`config.mk`:
```
export PLATFORM = sky130hd
export DESIGN_NAME = kbnmi_ctrl
export DESIGN_NICKNAME = d
export VERILOG_FILES = /design/src/core/kbnmi_pkg.sv /design/src/core/kbnmi_ctrl.sv
export VERILOG_INCLUDE_DIRS = /design/src /design/src/core
export SDC_FILE = /design/constraint.sdc
export NUM_CORES = 1
export LEC_CHECK = 0
export ABC_AREA = 1
export ABC_CLOCK_PERIOD_IN_PS = 4250
export BUFFER_PORTS_ARGS = -buffer_cell sky130_fd_sc_hd__buf_2
export CAP_MARGIN = 30
export CORE_ASPECT_RATIO = 0.7
export CORE_UTILIZATION = 55
export DETAILED_ROUTE_END_ITERATION = 7
export HOLD_SLACK_MARGIN = 0.12
export PLACE_DENSITY = 0.87
export SLEW_MARGIN = 15
export SYNTH_ARGS = -nofsm -noshare
export SYNTH_HDL_FRONTEND = slang
export SYNTH_SLANG_ARGS = --single-unit
```
`constraint.sdc`:
```
create_clock -name clk_sys_i -period 4.25 [get_ports clk_sys_i]
set_input_delay 0.2125 -clock clk_sys_i [delete_from_list [all_inputs] [get_ports clk_sys_i]]
set_output_delay 0.2125 -clock clk_sys_i [all_outputs]
set_load 0.02 [all_outputs]
```
`src/core/kbnmi_map.svh`:
```
`ifndef KBNMI_MAP_SVH
`define KBNMI_MAP_SVH
// ----------------------------------------------------------------
// Register addresses
// ----------------------------------------------------------------
`define KBN_ADR_DATA     8'h60
`define KBN_ADR_PORTB    8'h61
`define KBN_ADR_SCAN     8'h66
`define KBN_ADR_CTRL     8'h67
`define KBN_ADR_SHADOW   8'h68
// ----------------------------------------------------------------
// Control and status field positions
// ----------------------------------------------------------------
`define KBN_B_KEY        7
`define KBN_B_TICK       6
`define KBN_B_TRAP       5
`define KBN_B_KEYEN      3
`define KBN_B_TICKEN     2
`define KBN_B_TRAPEN     1
// ----------------------------------------------------------------
// Scan setup and control port fields
// ----------------------------------------------------------------
`define KBN_B_PRIMARY    7
`define KBN_B_MODE       2
`define KBN_B_CLKREL     6
// ----------------------------------------------------------------
// Reset values
// ----------------------------------------------------------------
`define KBN_RST_BYTE     8'h00
`define KBN_RST_RATE     2'h0
// ----------------------------------------------------------------
// Timing
// ----------------------------------------------------------------
`define KBN_CLK_HZ       50000000
`define KBN_RATE0_HZ     51
`define KBN_RATE1_HZ     64
`define KBN_RATE2_HZ     85
`define KBN_RATE3_HZ     128
`define KBN_RX_LAST      4'h8
`endif

```
`src/core/kbnmi_pkg.sv`:
```
package kbnmi_pkg;
   // Tick divider width, large enough for the slowest rate
   typedef logic [19:0] kbnmi_tick_t;

   // Whole state of the block
   typedef struct packed {
      logic        key_flag;
      logic        tick_pend;
      logic        trap_flag;
      logic        key_en;
      logic        tick_en;
      logic        trap_en;
      logic        primary;
      logic        mode;
      logic [1:0]  rate;
      logic [7:0]  portb;
      logic [7:0]  data_wr;
      logic [7:0]  rx_byte;
      logic [7:0]  rx_shift;
      logic [3:0]  rx_cnt;
      logic        clk_prev;
      kbnmi_tick_t tick_cnt;
      logic        nmi;
      logic [7:0]  rdata;
      logic        clk_hold;
   } kbnmi_state_s;
endpackage

```
`src/core/kbnmi_ctrl.sv`:
```
`timescale 1ns/1ps
`include "kbnmi_map.svh"

// Contract
// Tick flag shows pending tick; write-one clears it.
// Trap flag shows trap NMI; write-one clears it.
// Keydown enable resets low; low blocks keydown NMI. Code: low only blocks new flag sets; a set keydown flag still drives NMI.
// Keydown source picked by matrix mode select.
// Keydown is a level; NMI holds while present.
// Keydown clear ignored while keydown still present.
// Software disables keydown before clearing its flag.
// Tick enable resets low; enables periodic NMIs.
// Stale pending tick fires once enable is set.
// Software clears tick flag before enabling ticks.
// Trap NMI on control port bit6 rising write.
// Clock release low drives keyboard clock low.
// Handler writes diagnostic code to data port.
// Primary zero: data port reads serial byte.
// Primary one: data port reads written byte.
// Keydown flag shows keydown NMI; write-one clears.
// Rate field picks 51, 64, 85, 128 Hz.
// Mode zero samples return lines, one scan lines.
// NMI output is OR of active sources.
module kbnmi_ctrl
   import kbnmi_pkg::*;
#(
   parameter int unsigned MATRIX_W   = 24,
   parameter int unsigned TICK0_CYC  = `KBN_CLK_HZ / `KBN_RATE0_HZ,
   parameter int unsigned TICK1_CYC  = `KBN_CLK_HZ / `KBN_RATE1_HZ,
   parameter int unsigned TICK2_CYC  = `KBN_CLK_HZ / `KBN_RATE2_HZ,
   parameter int unsigned TICK3_CYC  = `KBN_CLK_HZ / `KBN_RATE3_HZ
) (
   // Clock and reset
   input  wire logic                clk_sys_i,
   input  wire logic                resetn_i,
   // Host I/O bus
   input  wire logic [7:0]          io_addr_i,
   input  wire logic                io_wr_i,
   input  wire logic                io_rd_i,
   input  wire logic [7:0]          io_wdata_i,
   output logic      [7:0]          io_rdata_o,
   // Keyboard matrix
   input  wire logic [MATRIX_W-1:0] matrix_scan_lines_i,
   input  wire logic [MATRIX_W-1:0] matrix_return_lines_i,
   // Serial keyboard pins
   input  wire logic                serial_kbd_clock_i,
   output logic                     serial_kbd_clock_o,
   output logic                     serial_kbd_clock_oe_o,
   input  wire logic                serial_kbd_line_i,
   // Interrupt
   output logic                     nmi_o
);

   // ----------------------------------------------------------------
   // State
   // ----------------------------------------------------------------
   kbnmi_state_s st;       // Registered state
   kbnmi_state_s next_st;  // Next state
   logic         key_cond; // Keydown present now
   logic         tick_evt; // Divider wraps this cycle
   kbnmi_tick_t  tick_end; // Last count of current period
   logic         wr_ctrl;  // Write to control and status
   logic         wr_portb; // Write to keyboard control port
   logic         clk_fall; // Falling edge on serial clock

   // ----------------------------------------------------------------
   // Decode and sources
   // ----------------------------------------------------------------
   // Keydown source, level sensitive
   always_comb begin
      key_cond = st.mode ? (|matrix_scan_lines_i)
                         : !(&matrix_return_lines_i);
   end

   // Period per rate; a rate change takes effect at once, in the current period
   always_comb begin
      unique case (st.rate)
         2'h0: tick_end = kbnmi_tick_t'(TICK0_CYC - 1);
         2'h1: tick_end = kbnmi_tick_t'(TICK1_CYC - 1);
         2'h2: tick_end = kbnmi_tick_t'(TICK2_CYC - 1);
         2'h3: tick_end = kbnmi_tick_t'(TICK3_CYC - 1);
      endcase
   end

   assign tick_evt = (st.tick_cnt >= tick_end);
   assign wr_ctrl  = io_wr_i && (io_addr_i == `KBN_ADR_CTRL);
   assign wr_portb = io_wr_i && (io_addr_i == `KBN_ADR_PORTB);
   assign clk_fall = st.clk_prev && !serial_kbd_clock_i;

   // ----------------------------------------------------------------
   // Next state
   // ----------------------------------------------------------------
   always_comb begin
      next_st = st;

      // Divider free runs so ticks stay independent of software
      if (tick_evt) begin
         next_st.tick_cnt = '0;
      end else begin
         next_st.tick_cnt = st.tick_cnt + kbnmi_tick_t'(1);
      end

      // Control register write: enables and write-one clears
      if (wr_ctrl) begin
         next_st.key_en  = io_wdata_i[`KBN_B_KEYEN];
         next_st.tick_en = io_wdata_i[`KBN_B_TICKEN];
         next_st.trap_en = io_wdata_i[`KBN_B_TRAPEN];
         // A clear while the key is still down is ignored, even with
         // the enable low, so a held key cannot lose its flag
         if (io_wdata_i[`KBN_B_KEY] && !key_cond) begin
            next_st.key_flag = 1'b0;
         end
         if (io_wdata_i[`KBN_B_TICK]) begin
            next_st.tick_pend = 1'b0;
         end
         if (io_wdata_i[`KBN_B_TRAP]) begin
            next_st.trap_flag = 1'b0;
         end
      end

      // Sets come after clears, so an event in a clear cycle wins
      if (st.key_en && key_cond) begin
         next_st.key_flag = 1'b1;
      end
      // Pending tick kept while disabled; it fires on enable
      if (tick_evt) begin
         next_st.tick_pend = 1'b1;
      end

      // Keyboard control port and trap on bit 6 rising
      if (wr_portb) begin
         next_st.portb = io_wdata_i;
         if (st.trap_en && io_wdata_i[`KBN_B_CLKREL]
             && !st.portb[`KBN_B_CLKREL]) begin
            next_st.trap_flag = 1'b1;
         end
      end

      // Scan setup register
      if (io_wr_i && (io_addr_i == `KBN_ADR_SCAN)) begin
         next_st.primary = io_wdata_i[`KBN_B_PRIMARY];
         next_st.mode    = io_wdata_i[`KBN_B_MODE];
         next_st.rate    = io_wdata_i[1:0];
      end

      // Data port always latches the written byte
      if (io_wr_i && (io_addr_i == `KBN_ADR_DATA)) begin
         next_st.data_wr = io_wdata_i;
      end

      // Serial receiver: start bit then eight bits, LSB first
      next_st.clk_prev = serial_kbd_clock_i;
      if (st.clk_hold) begin
         next_st.rx_cnt = 4'h0;  // Keyboard held in reset
      end else if (clk_fall) begin
         if (st.rx_cnt == `KBN_RX_LAST) begin
            next_st.rx_byte = {serial_kbd_line_i, st.rx_shift[7:1]};
            next_st.rx_cnt  = 4'h0;
         end else begin
            if (st.rx_cnt != 4'h0) begin
               next_st.rx_shift = {serial_kbd_line_i, st.rx_shift[7:1]};
            end
            next_st.rx_cnt = st.rx_cnt + 4'h1;
         end
      end

      // Clock pin pulled low while release bit is clear
      next_st.clk_hold = !next_st.portb[`KBN_B_CLKREL];

      // NMI is the OR of the active sources
      next_st.nmi = next_st.key_flag
                    || (next_st.tick_pend && next_st.tick_en)
                    || next_st.trap_flag;

      // Read data, one cycle after the strobe
      if (io_rd_i) begin
         unique case (io_addr_i)
            `KBN_ADR_CTRL: begin
               next_st.rdata = {st.key_flag, st.tick_pend, st.trap_flag,
                                1'b0, st.key_en, st.tick_en,
                                st.trap_en, 1'b0};
            end
            `KBN_ADR_DATA: begin
               next_st.rdata = st.primary ? st.data_wr
                                          : st.rx_byte;
            end
            `KBN_ADR_SHADOW: begin
               next_st.rdata = st.primary ? st.rx_byte
                                          : st.data_wr;
            end
            `KBN_ADR_PORTB: begin
               next_st.rdata = st.portb;
            end
            `KBN_ADR_SCAN: begin
               next_st.rdata = {st.primary, 4'h0, st.mode, st.rate};
            end
            default: begin
               next_st.rdata = 8'h00;  // Unmapped reads as zero
            end
         endcase
      end
   end

   // ----------------------------------------------------------------
   // State register
   // ----------------------------------------------------------------
   always_ff @(posedge clk_sys_i or negedge resetn_i) begin
      if (!resetn_i) begin
         st          <= '0;
         st.portb    <= `KBN_RST_BYTE;
         st.rate     <= `KBN_RST_RATE;
         st.clk_prev <= 1'b1;
         st.clk_hold <= 1'b1;
      end else begin
         st <= next_st;
      end
   end

   // ----------------------------------------------------------------
   // Outputs
   // ----------------------------------------------------------------
   assign io_rdata_o            = st.rdata;
   assign nmi_o                 = st.nmi;
   assign serial_kbd_clock_oe_o = st.clk_hold;
   assign serial_kbd_clock_o    = 1'b0;  // Open drain: only drives low
endmodule

```
==> results of run 1 <==
## per-stage QoR
stage | power, mW | std cells | hold WS, ps | area, sq um | utilization
after detailed placement | 0.8813 | 744 | 342.5 | 4910 | 0.6211
after CTS | 1.716 | 762 | 141.6 | 5254 | 0.6646
final | 1.708 | 763 | 149.4 | 5274 | 0.6671
after global placement | 0.8754 | 744 | 338.6 | 4910 | 0.6211
after global routing | 1.773 | 763 | 144.6 | 5274 | 0.6671
after floorplan | 0.8177 | 582 | -83.09 | 4507 | -
## layout make-up
type,count,area [sq um],area share
repair buffers,83,442.9,0.08399
flip-flops and latches,76,1904,0.3611
well taps,101,126.4,0.02396
clock buffers,9,225.2,0.04270
multi-input cells,405,2167,0.4109
inverters,82,309.0,0.05860
clock inverters,7,98.84,0.01874
## worst min-delay path: stages
cell and delay, ps:
buf_2 90, inv_1 60, o21ai_0 80
## state kept, by name, indices dropped and copies added (netlist names)
signal / flops
nmi_o: 1
io_rdata_o: 8
serial_kbd_clock_oe_o: 1
st: 66
## how the worst min path moves through the flow
stage	start	end	slack, ps
floorplan	resetn_i	io_rdata_o[0]	-80
global placement	serial_kbd_clock_i	st[30]	340
detailed placement	serial_kbd_clock_i	st[30]	340
CTS	serial_kbd_line_i	st[42]	140
global route	serial_kbd_line_i	st[42]	140
finish	serial_kbd_line_i	st[42]	150
## cell usage in the layout, fill, tap and decap left out, types with 3 or more instances in the layout
| master | synthesis | final |
|---|---|---|
| nand2_1 | 145 | 145 |
| nor3_2 | 6 | 6 |
| o211ai_1 | 7 | 7 |
| dfrtp_1 | 74 | 74 |
| nor2_2 | 7 | 7 |
| xnor2_1 | 3 | 3 |
| o21ai_0 | 43 | 43 |
| nand3_1 | 26 | 26 |
| nand2_2 | 9 | 9 |
| clkbuf_16 | 0 | 9 |
| o21ai_1 | 9 | 9 |
| nand4_1 | 16 | 16 |
| o22ai_1 | 3 | 3 |
| a21oi_2 | 4 | 4 |
| a21oi_1 | 10 | 10 |
| buf_2 | 5 | 79 |
| nor2_1 | 59 | 59 |
| ha_1 | 19 | 19 |
| nor3_1 | 11 | 11 |
| inv_1 | 79 | 79 |
| xor2_1 | 8 | 8 |
## cells by family after synthesis
logic type	Yosys count
DFF	76
adders and majority gates	19
xor gates and xnor gates	11
other	1
AOI/OAI and AO/OA	80
muxes	1
and+or+nand+nor	293
buffers and inverters	101
## metal layers
metal,vias up,GRT usage
met5,-,0
met4,0,0.07105
met3,19,0.06891
met2,208,0.3988
met1,1900,0.3749
li1,2002,-
## power breakdown
part	switching [mW]	internal (mW)
Clock	0.316	0.518
Sequential	0.0114	0.738
Combinational	0.0758	0.0493
Total	0.403	1.31
==> impl_metrics.toml, run 1 <==
[critical_path]
cpPeakStageDelay_ps = 450
setup.worst_path.end_class = "flip-flop"
critPathKind = "reg2reg"
r2r-start = "st[67]"
endpoint = "st[11]"
crit_start = "st[67]"
critPathTopFamily = "simple AND/OR/NAND/NOR gates"
worst_r2r_endpoint = "st[11]"
cp-start-kind = "flip-flop"
reg2reg_slack_ps = 1720
critPathMaxFanout = 20
cp.depth = 11
worstPathCellList = "inv_1, ha_1, inv_2, ha_1, nand2_1, nor3_1, nand3_1, nor2_1, nand2_1, nand2_2, nor2_1"
slowest_stage = "dfrtp_1"
worstPathRequired_ps = 4460
cp.arrival_ps = 2730
crit_buf_inv = 2
reg2regPathDepth = 11

[yosys]
syn_avg_cell_area_sq_um = 7.744
synth_common_cells = "nand2_1, inv_1, dfrtp_1, nor2_1, o21ai_0"
synth_xor_area_frac = 0.02138
syn_inst = 582
ys_types = 40
yosysTopAreaCellShare = 0.4109
synth.area.top_cells = "dfrtp_1, nand2_1, inv_1"
synthesis.nets = 671
synth-simple-area-share = 0.3040
synth_compound_area_frac = 0.09939
async_flop_share = 1.000
synthMuxAreaShare = 0.002499
ys_ff_latch = 76
yosys_most_used_dff = "dfrtp_1"
yosysTopAreaCell = "dfrtp_1"
netlist_area_sq_um = 4507
synth-edff-count = 0
ys_seq_area_frac = 0.4225
synth_top_family_by_area = "simple AND/OR/NAND/NOR gates"
yosys_warnings = 0
yosys.area_share.adder = 0.05275
yosysMostFrequentCell = "nand2_1"

[sta]
finalSetupTns_ps = 0
slew_viol_final = 0
worst_pin_slew_ps = 544.9
grt_setup_unrepaired = "no"
skew_ps = 8.510
maxSlewHeadroom = 0.6367
finalHoldViolCount = 0
fmax_mhz = 396.0
setup_violations = 0
period_needed_ps = 2525
fin_ws_ps = 1725
min_period_over_period = 0.5941

[cts]
clk-insertion-delay-late_ps = 340
postCtsSetupRepairBufs = 0
cts_buffers = 9
clk_pin_slew_ps = 60
clock_sinks = 76
clk_path_buf_depth = 2
root_buffer = "clkbuf_16"
hold_buffers = 2
cts_tree = "done"
cts-resized-gates = 0
htree_levels = 3

[route]
wl_met1_microns = 4853
dr.first_iter.drc_count = 361
met2_wirelength_microns = 4700
final_antenna_net_count = 0
via_count = 4129
vias_per_cell = 5.412
routed_wl_microns = 10770
highest_layer = "met4"
wl_per_cell_microns = 14.12
drt_first_pass_iters = 5
routed-wl-met3_microns = 1046
drc = 0

[floorplan]
coreArea_sq_um = 7905
rows = 27
start_util = 0.5701
ios = 81
die_w_microns = 110.2
die_h_microns = 77.74
die_area_sq_um = 8566

[final_layout]
fin_nets = 746
fill_cells = 662
drive_gt1_frac = 0.2130
area_delta_synth_final_pct = 17.02
antenna_cells = 0

[global_routing]
track_usage = 0.2636
overflow = 0
grt_max_degree = 43
grt_pass1_vias = 3745
grt_pass1_wl_microns = 17260
antenna_found_initial = 0

[min_path]
min_path_cells = 3
hp-class = "in2reg"

[placement]
numPortBuffers = 79
hpwl_microns = 7791
gp_congestion = 0.9287
dp_slack_ps = 1699

[pwr]
p_per_area_nw_per_um2 = 323.9
power.leakage_nw = 2.662
ir_drop_v = 0.0003248

[run_status]
status = "completed"

[run]
maxCapViolCount = 0
(Power assumes the default switching activity.)
==> run 2, diff against run 1 <==
--- a/config.mk
+++ b/config.mk
@@ -7,7 +7,7 @@
 export NUM_CORES = 1
 export LEC_CHECK = 0
 export ABC_AREA = 1
-export ABC_CLOCK_PERIOD_IN_PS = 4250
+export ABC_CLOCK_PERIOD_IN_PS = 2600
 export BUFFER_PORTS_ARGS = -buffer_cell sky130_fd_sc_hd__buf_2
 export CAP_MARGIN = 30
 export CORE_ASPECT_RATIO = 0.7
==> constraint.sdc (replaced) <==
create_clock -name clk_sys_i -period 2.6 [get_ports clk_sys_i]
set_input_delay 0.13 -clock clk_sys_i [delete_from_list [all_inputs] [get_ports clk_sys_i]]
set_output_delay 0.13 -clock clk_sys_i [all_outputs]
set_load 0.02 [all_outputs]
==> run 2 against run 1 <==
Total power rose by 60%. Sequential power up 64%. Sequential share of layout area shrank 0.32 points. Cell count grew 0.52%. Non-clock buffer count is 4 higher. Global-route usage up 1.1 points. Combinational power rose by 71%. Clock power grew 56%. Clock skew is 2.4 ps lower. Clock-buffer cell count grew 2.
==> impl_metrics.toml, run 2 (synthesized netlist as in run 1, its figures left out) <==
[floorplan]
die_h_microns = 77.74
rows = 27
start_util = 0.5701
coreArea_sq_um = 7905
ios = 81
die_area_sq_um = 8566
die_w_microns = 110.2

[final_layout]
layout_common_cells = "nand2_1, inv_1, buf_2"
fill_cells = 623
regArea_sq_um = 1906
largest-register = "st"
multiInputGateArea_sq_um = 2191
design_area_sq_um = 5325
largest_register_ffs = 66
final_util = 0.6736
drive_gt1_frac = 0.2117
antenna_cells = 0
area_delta_synth_final_pct = 18.16
fin_nets = 750
final_common_cell = "nand2_1"

[critical_path]
slowest_stage = "dfrtp_2"
critPathMaxFanout = 20
r2r-start = "st[67]"
critPathKind = "reg2reg"
worstPathRequired_ps = 2810
setup.worst_path.end_class = "flip-flop"
reg2regPathDepth = 11
worst_r2r_endpoint = "st[20]"
cp-start-kind = "flip-flop"
worstPathCellList = "inv_1, ha_2, inv_2, ha_1, nand2_1, nor3_1, nand3_1, nor2_1, nand2_1, nand2_8, nor2_1"
cpPeakStageDelay_ps = 420
cp.arrival_ps = 2630
reg2reg_slack_ps = 180

[min_path]
hp-start = "io_wdata_i[3]"
holdPathEnd = "st[54]"
min_path_cells = 3
hp-class = "in2reg"

[sta]
fmax_mhz = 414.0
min_period_over_period = 0.9289
grt_setup_unrepaired = "no"
period_needed_ps = 2415
setup_violations = 0
slew_viol_final = 0
skew_ps = 6.132
maxSlewHeadroom = 0.6197
finalHoldViolCount = 0
worst_pin_slew_ps = 570.5

[pwr]
p_per_area_nw_per_um2 = 514.8
p_int_mw = 2.129
total_power_mw = 2.741
seqPwrFrac = 0.447
switching_share = 0.2234
power.leakage_nw = 2.673
pwr-share-comb = 0.078
switchingPower_mw = 0.6125
power_frac_clock = 0.475
ir_drop_v = 0.0003445

[global_routing]
grt_pass1_vias = 3946
grt_pass1_wl_microns = 18010
overflow = 0
antenna_found_initial = 0
track_usage = 0.2750
grt_max_degree = 77

[cts]
clk_pin_slew_ps = 60
cts_tree = "done"
clk_path_buf_depth = 2
htree_levels = 3
cts_buffers = 9
clk-insertion-delay-late_ps = 330
clock_sinks = 76
root_buffer = "clkbuf_16"
postCtsSetupRepairBufs = 0

[route]
drc = 0
vias_per_cell = 5.571
wl_per_cell_microns = 14.63
dr.first_iter.drc_count = 337
drt_first_pass_iters = 8
routed_wl_microns = 11220
via_count = 4273
final_antenna_net_count = 0

[placement]
hpwl_microns = 7823
numPortBuffers = 79
gp_congestion = 0.9061
dpl-instance-area_sq_um = 4910

[run_status]
status = "completed"

[run]
maxCapViolCount = 0
-- run 2: final cells by class --
cell class / instances / share of cell area
clock buffer: 11 / 0.04370
multi-input combinational: 405 / 0.4114
clock inverter: 5 / 0.01457
tap: 101 / 0.02373
timing repair buffer: 87 / 0.09070
sequential: 76 / 0.3578
inverter: 82 / 0.05804
-- run 2: worst max path at each step --
stage	startpoint	endpoint	slack [ps]	cells past startpoint
3_3_place_gp	st[67]	st[11]	240	11
6_report	st[67]	st[20]	180	11
4_1_cts	st[67]	st[23]	100	11
5_1_grt	st[67]	st[14]	90	14
2_1_floorplan	st[67]	st[22]	520	12
3_5_place_dp	st[67]	st[20]	-10	11
-- run 2: through the flow --
step	instances	hold slack (ps)	TNS, ps	worst slack, ps
after detailed placement	744	262.8	-18.61	-9.741
after global routing	767	128.2	0	94.29
after floorplan	582	-165.6	0	518.2
after global placement	744	257.5	0	239.0
final	767	133.1	0	184.7
after CTS	766	122.7	0	95.26
-- run 2: routing by layer --
| layer | global-route usage | up-vias | part of all wire |
|---|---|---|---|
| met3 | 0.06555 | 29 | 0.097 |
| li1 | - | 2026 | - |
| met4 | 0.09211 | 0 | 0.024 |
| met5 | 0 | - | 0 |
| met2 | 0.4338 | 235 | 0.46 |
| met1 | 0.3717 | 1983 | 0.42 |
-- run 2: power groups by stage --
stage	clock, mW	sequential, mW	combinational [mW]
floorplan	0	1.24	0.0974
global placement	0	1.24	0.187
detailed placement	0	1.24	0.197
CTS	1.32	1.22	0.208
global route	1.38	1.23	0.242
finish	1.30	1.23	0.214
-- run 2: timing repair --
action                     in CTS  in global routing
hold buffers                    6                  0
gates resized for setup         1                  4
hold endpoints to repair       82                  0
setup endpoints to repair      17                 20
pin swaps                       0                  1
-- run 2: critical path, delay by kind of cell, from the launching register on --
family | cells | cell delay (ps)
adders and majority gates | 2 | 740
and+or+nand+nor | 7 | 940
buffers and inverters | 2 | 190
DFF | 1 | 420
==> run 3, diff against run 2 <==
--- a/config.mk
+++ b/config.mk
@@ -11,10 +11,11 @@
 export BUFFER_PORTS_ARGS = -buffer_cell sky130_fd_sc_hd__buf_2
 export CAP_MARGIN = 30
 export CORE_ASPECT_RATIO = 0.7
-export CORE_UTILIZATION = 55
+export CORE_UTILIZATION = 35
 export DETAILED_ROUTE_END_ITERATION = 7
 export HOLD_SLACK_MARGIN = 0.12
-export PLACE_DENSITY = 0.87
+export PLACE_DENSITY = 0.62
+export RECOVER_POWER = 25
 export SLEW_MARGIN = 15
 export SYNTH_ARGS = -nofsm -noshare
 export SYNTH_HDL_FRONTEND = slang
==> run 3 against run 2 <==
The flow now finishes with violations (max-capacitance violations, max-slew violations). Total power up 0.75%. Clock skew shrank 2.6 ps. Cell area rose by 1.6%. Worst setup slack gained 11 ps. Worst hold slack worse by 4.0 ps. Die area increased by 56%. Core utilization down 24 points. Combinational power about the same. Register-to-register slack barely moved. Critical path depth stayed put. Maximum frequency up 0.44%. Critical endpoint is now st[11]. Largest power group unchanged. Highest routed layer unchanged.
==> impl_metrics.toml, run 3 (synthesized netlist as in run 1, its figures left out) <==
[final_layout]
largest_register_ffs = 66
fin_nets = 752
layout_common_cells = "nand2_1, inv_1, buf_2"
area_delta_synth_final_pct = 20.02
fill_cells = 1256
antenna_cells = 0
multiInputGateArea_sq_um = 2172
drive_gt1_frac = 0.2096
largest-register = "st"
final_util = 0.4325
final_common_cell = "nand2_1"
regArea_sq_um = 1904

[sta]
finalHoldViolCount = 0
setup_violations = 0
finalSetupTns_ps = 0
skew_ps = 3.519
worst_pin_slew_ps = 1859
maxSlewHeadroom = -0.2392
grt_setup_unrepaired = "no"
min_period_over_period = 0.9249
slew_viol_final = 33
hold_ws_ps = 129.1
period_needed_ps = 2405
fmax_mhz = 415.9

[route]
final_antenna_net_count = 0
via_count = 4043
drc = 0
dr.first_iter.drc_count = 218
wl_per_cell_microns = 13.59
routed_wl_microns = 11280
vias_per_cell = 4.871
drt_first_pass_iters = 5

[critical_path]
critPathTopFamily = "simple AND/OR/NAND/NOR gates"
worstPathRequired_ps = 2810
cp-start-kind = "flip-flop"
critPathKind = "reg2reg"
critPathMaxFanout = 20
setup.worst_path.end_class = "flip-flop"
cp.arrival_ps = 2610
cpPeakStageDelay_ps = 440
slowest_stage = "ha_1"
worstPathCellList = "inv_1, ha_1, inv_2, ha_1, nand2_1, nor3_1, nand3_1, nor2_1, nand2_1, nand2_4, nor2_1"
crit_buf_inv = 2

[cts]
htree_levels = 3
root_buffer = "clkbuf_16"
postCtsSetupRepairBufs = 0
cts_buffers = 9
clock_sinks = 76
cts_tree = "done"
clk-insertion-delay-late_ps = 330
clk_pin_slew_ps = 60
clk_path_buf_depth = 2

[floorplan]
rows = 34
die_h_microns = 96.94
start_util = 0.3603
ios = 81
coreArea_sq_um = 12510
die_w_microns = 137.6
die_area_sq_um = 13340

[pwr]
p_per_area_nw_per_um2 = 510.6
power.leakage_nw = 2.686
ir_drop_v = 0.0003268
total_power_mw = 2.762

[run]
maxCapViolCount = 1

[global_routing]
grt_pass1_wl_microns = 18600
grt_pass1_vias = 3889
overflow = 0
track_usage = 0.1780
antenna_found_initial = 0
grt_max_degree = 77

[placement]
numPortBuffers = 79
gp_congestion = 0.8800
hpwl_microns = 8512

[run_status]
violations = "max-capacitance violations, max-slew violations"
status = "complete, but fails checks"

[min_path]
hp-class = "in2reg"
[run 3: final cells by class]
class,instances,area share
multi-input combinational,405,0.4016
timing repair buffer,89,0.09207
tap,162,0.03747
clock inverter,3,0.007865
sequential,76,0.3521
inverter,82,0.05714
clock buffer,13,0.05182
[run 3: repair_timing]
action                                  in CTS  in global routing
hold endpoints to repair                    83                  0
resized for setup                            0                  1
endpoints found under the setup margin       0                 20
hold buffers                                 7                  0
[run 3: per-layer routing]
layer  part of all wire  GRT usage  wire (microns)
met5                  0          0               0
met4             0.0091    0.04057             103
met3              0.070    0.03512             784
met1               0.48     0.2529            5448
met2               0.44     0.2768            4939
[run 3: metrics by stage]
| stage | area [sq um] | instances | worst slack [ps] |
|---|---|---|---|
| 3_5_place_dp | 4996 | 806 | 79.53 |
| 3_3_place_gp | 4996 | 806 | 258.6 |
| 5_1_grt | 5409 | 830 | 37.23 |
| 2_1_floorplan | 4507 | 582 | 518.2 |
| 4_1_cts | 5389 | 829 | 72.31 |
| 6_report | 5409 | 830 | 195.4 |
[run 3: final timing paths]
path                          startpoint            end  slack [ps]  cells after the start
setup / recovery                  st[68]         st[11]         200                     11
hold / removal             io_wdata_i[1]         st[68]         130                      3
setup reg to reg                  st[68]         st[11]         200                     11
hold reg to reg            io_rdata_o[6]  io_rdata_o[6]         480                      2
max in group asynchronous       resetn_i         st[20]         680                      2
min in group asynchronous       resetn_i  io_rdata_o[5]         840                      2
[run 3: power breakdown]
part           switching [mW]  leakage, nW  internal [mW]
sequential             0.0143         1.02           1.21
combinational           0.130         1.51         0.0862
clock                   0.479        0.158          0.846
total                   0.623         2.69           2.14
[run 3: worst register-to-register path: cells and delay by family (launching register included)]
family        cells  cell delay, ps
flops             1             390
simple gates      7             920
fa+ha+maj         2             760
buf+inv           2             210
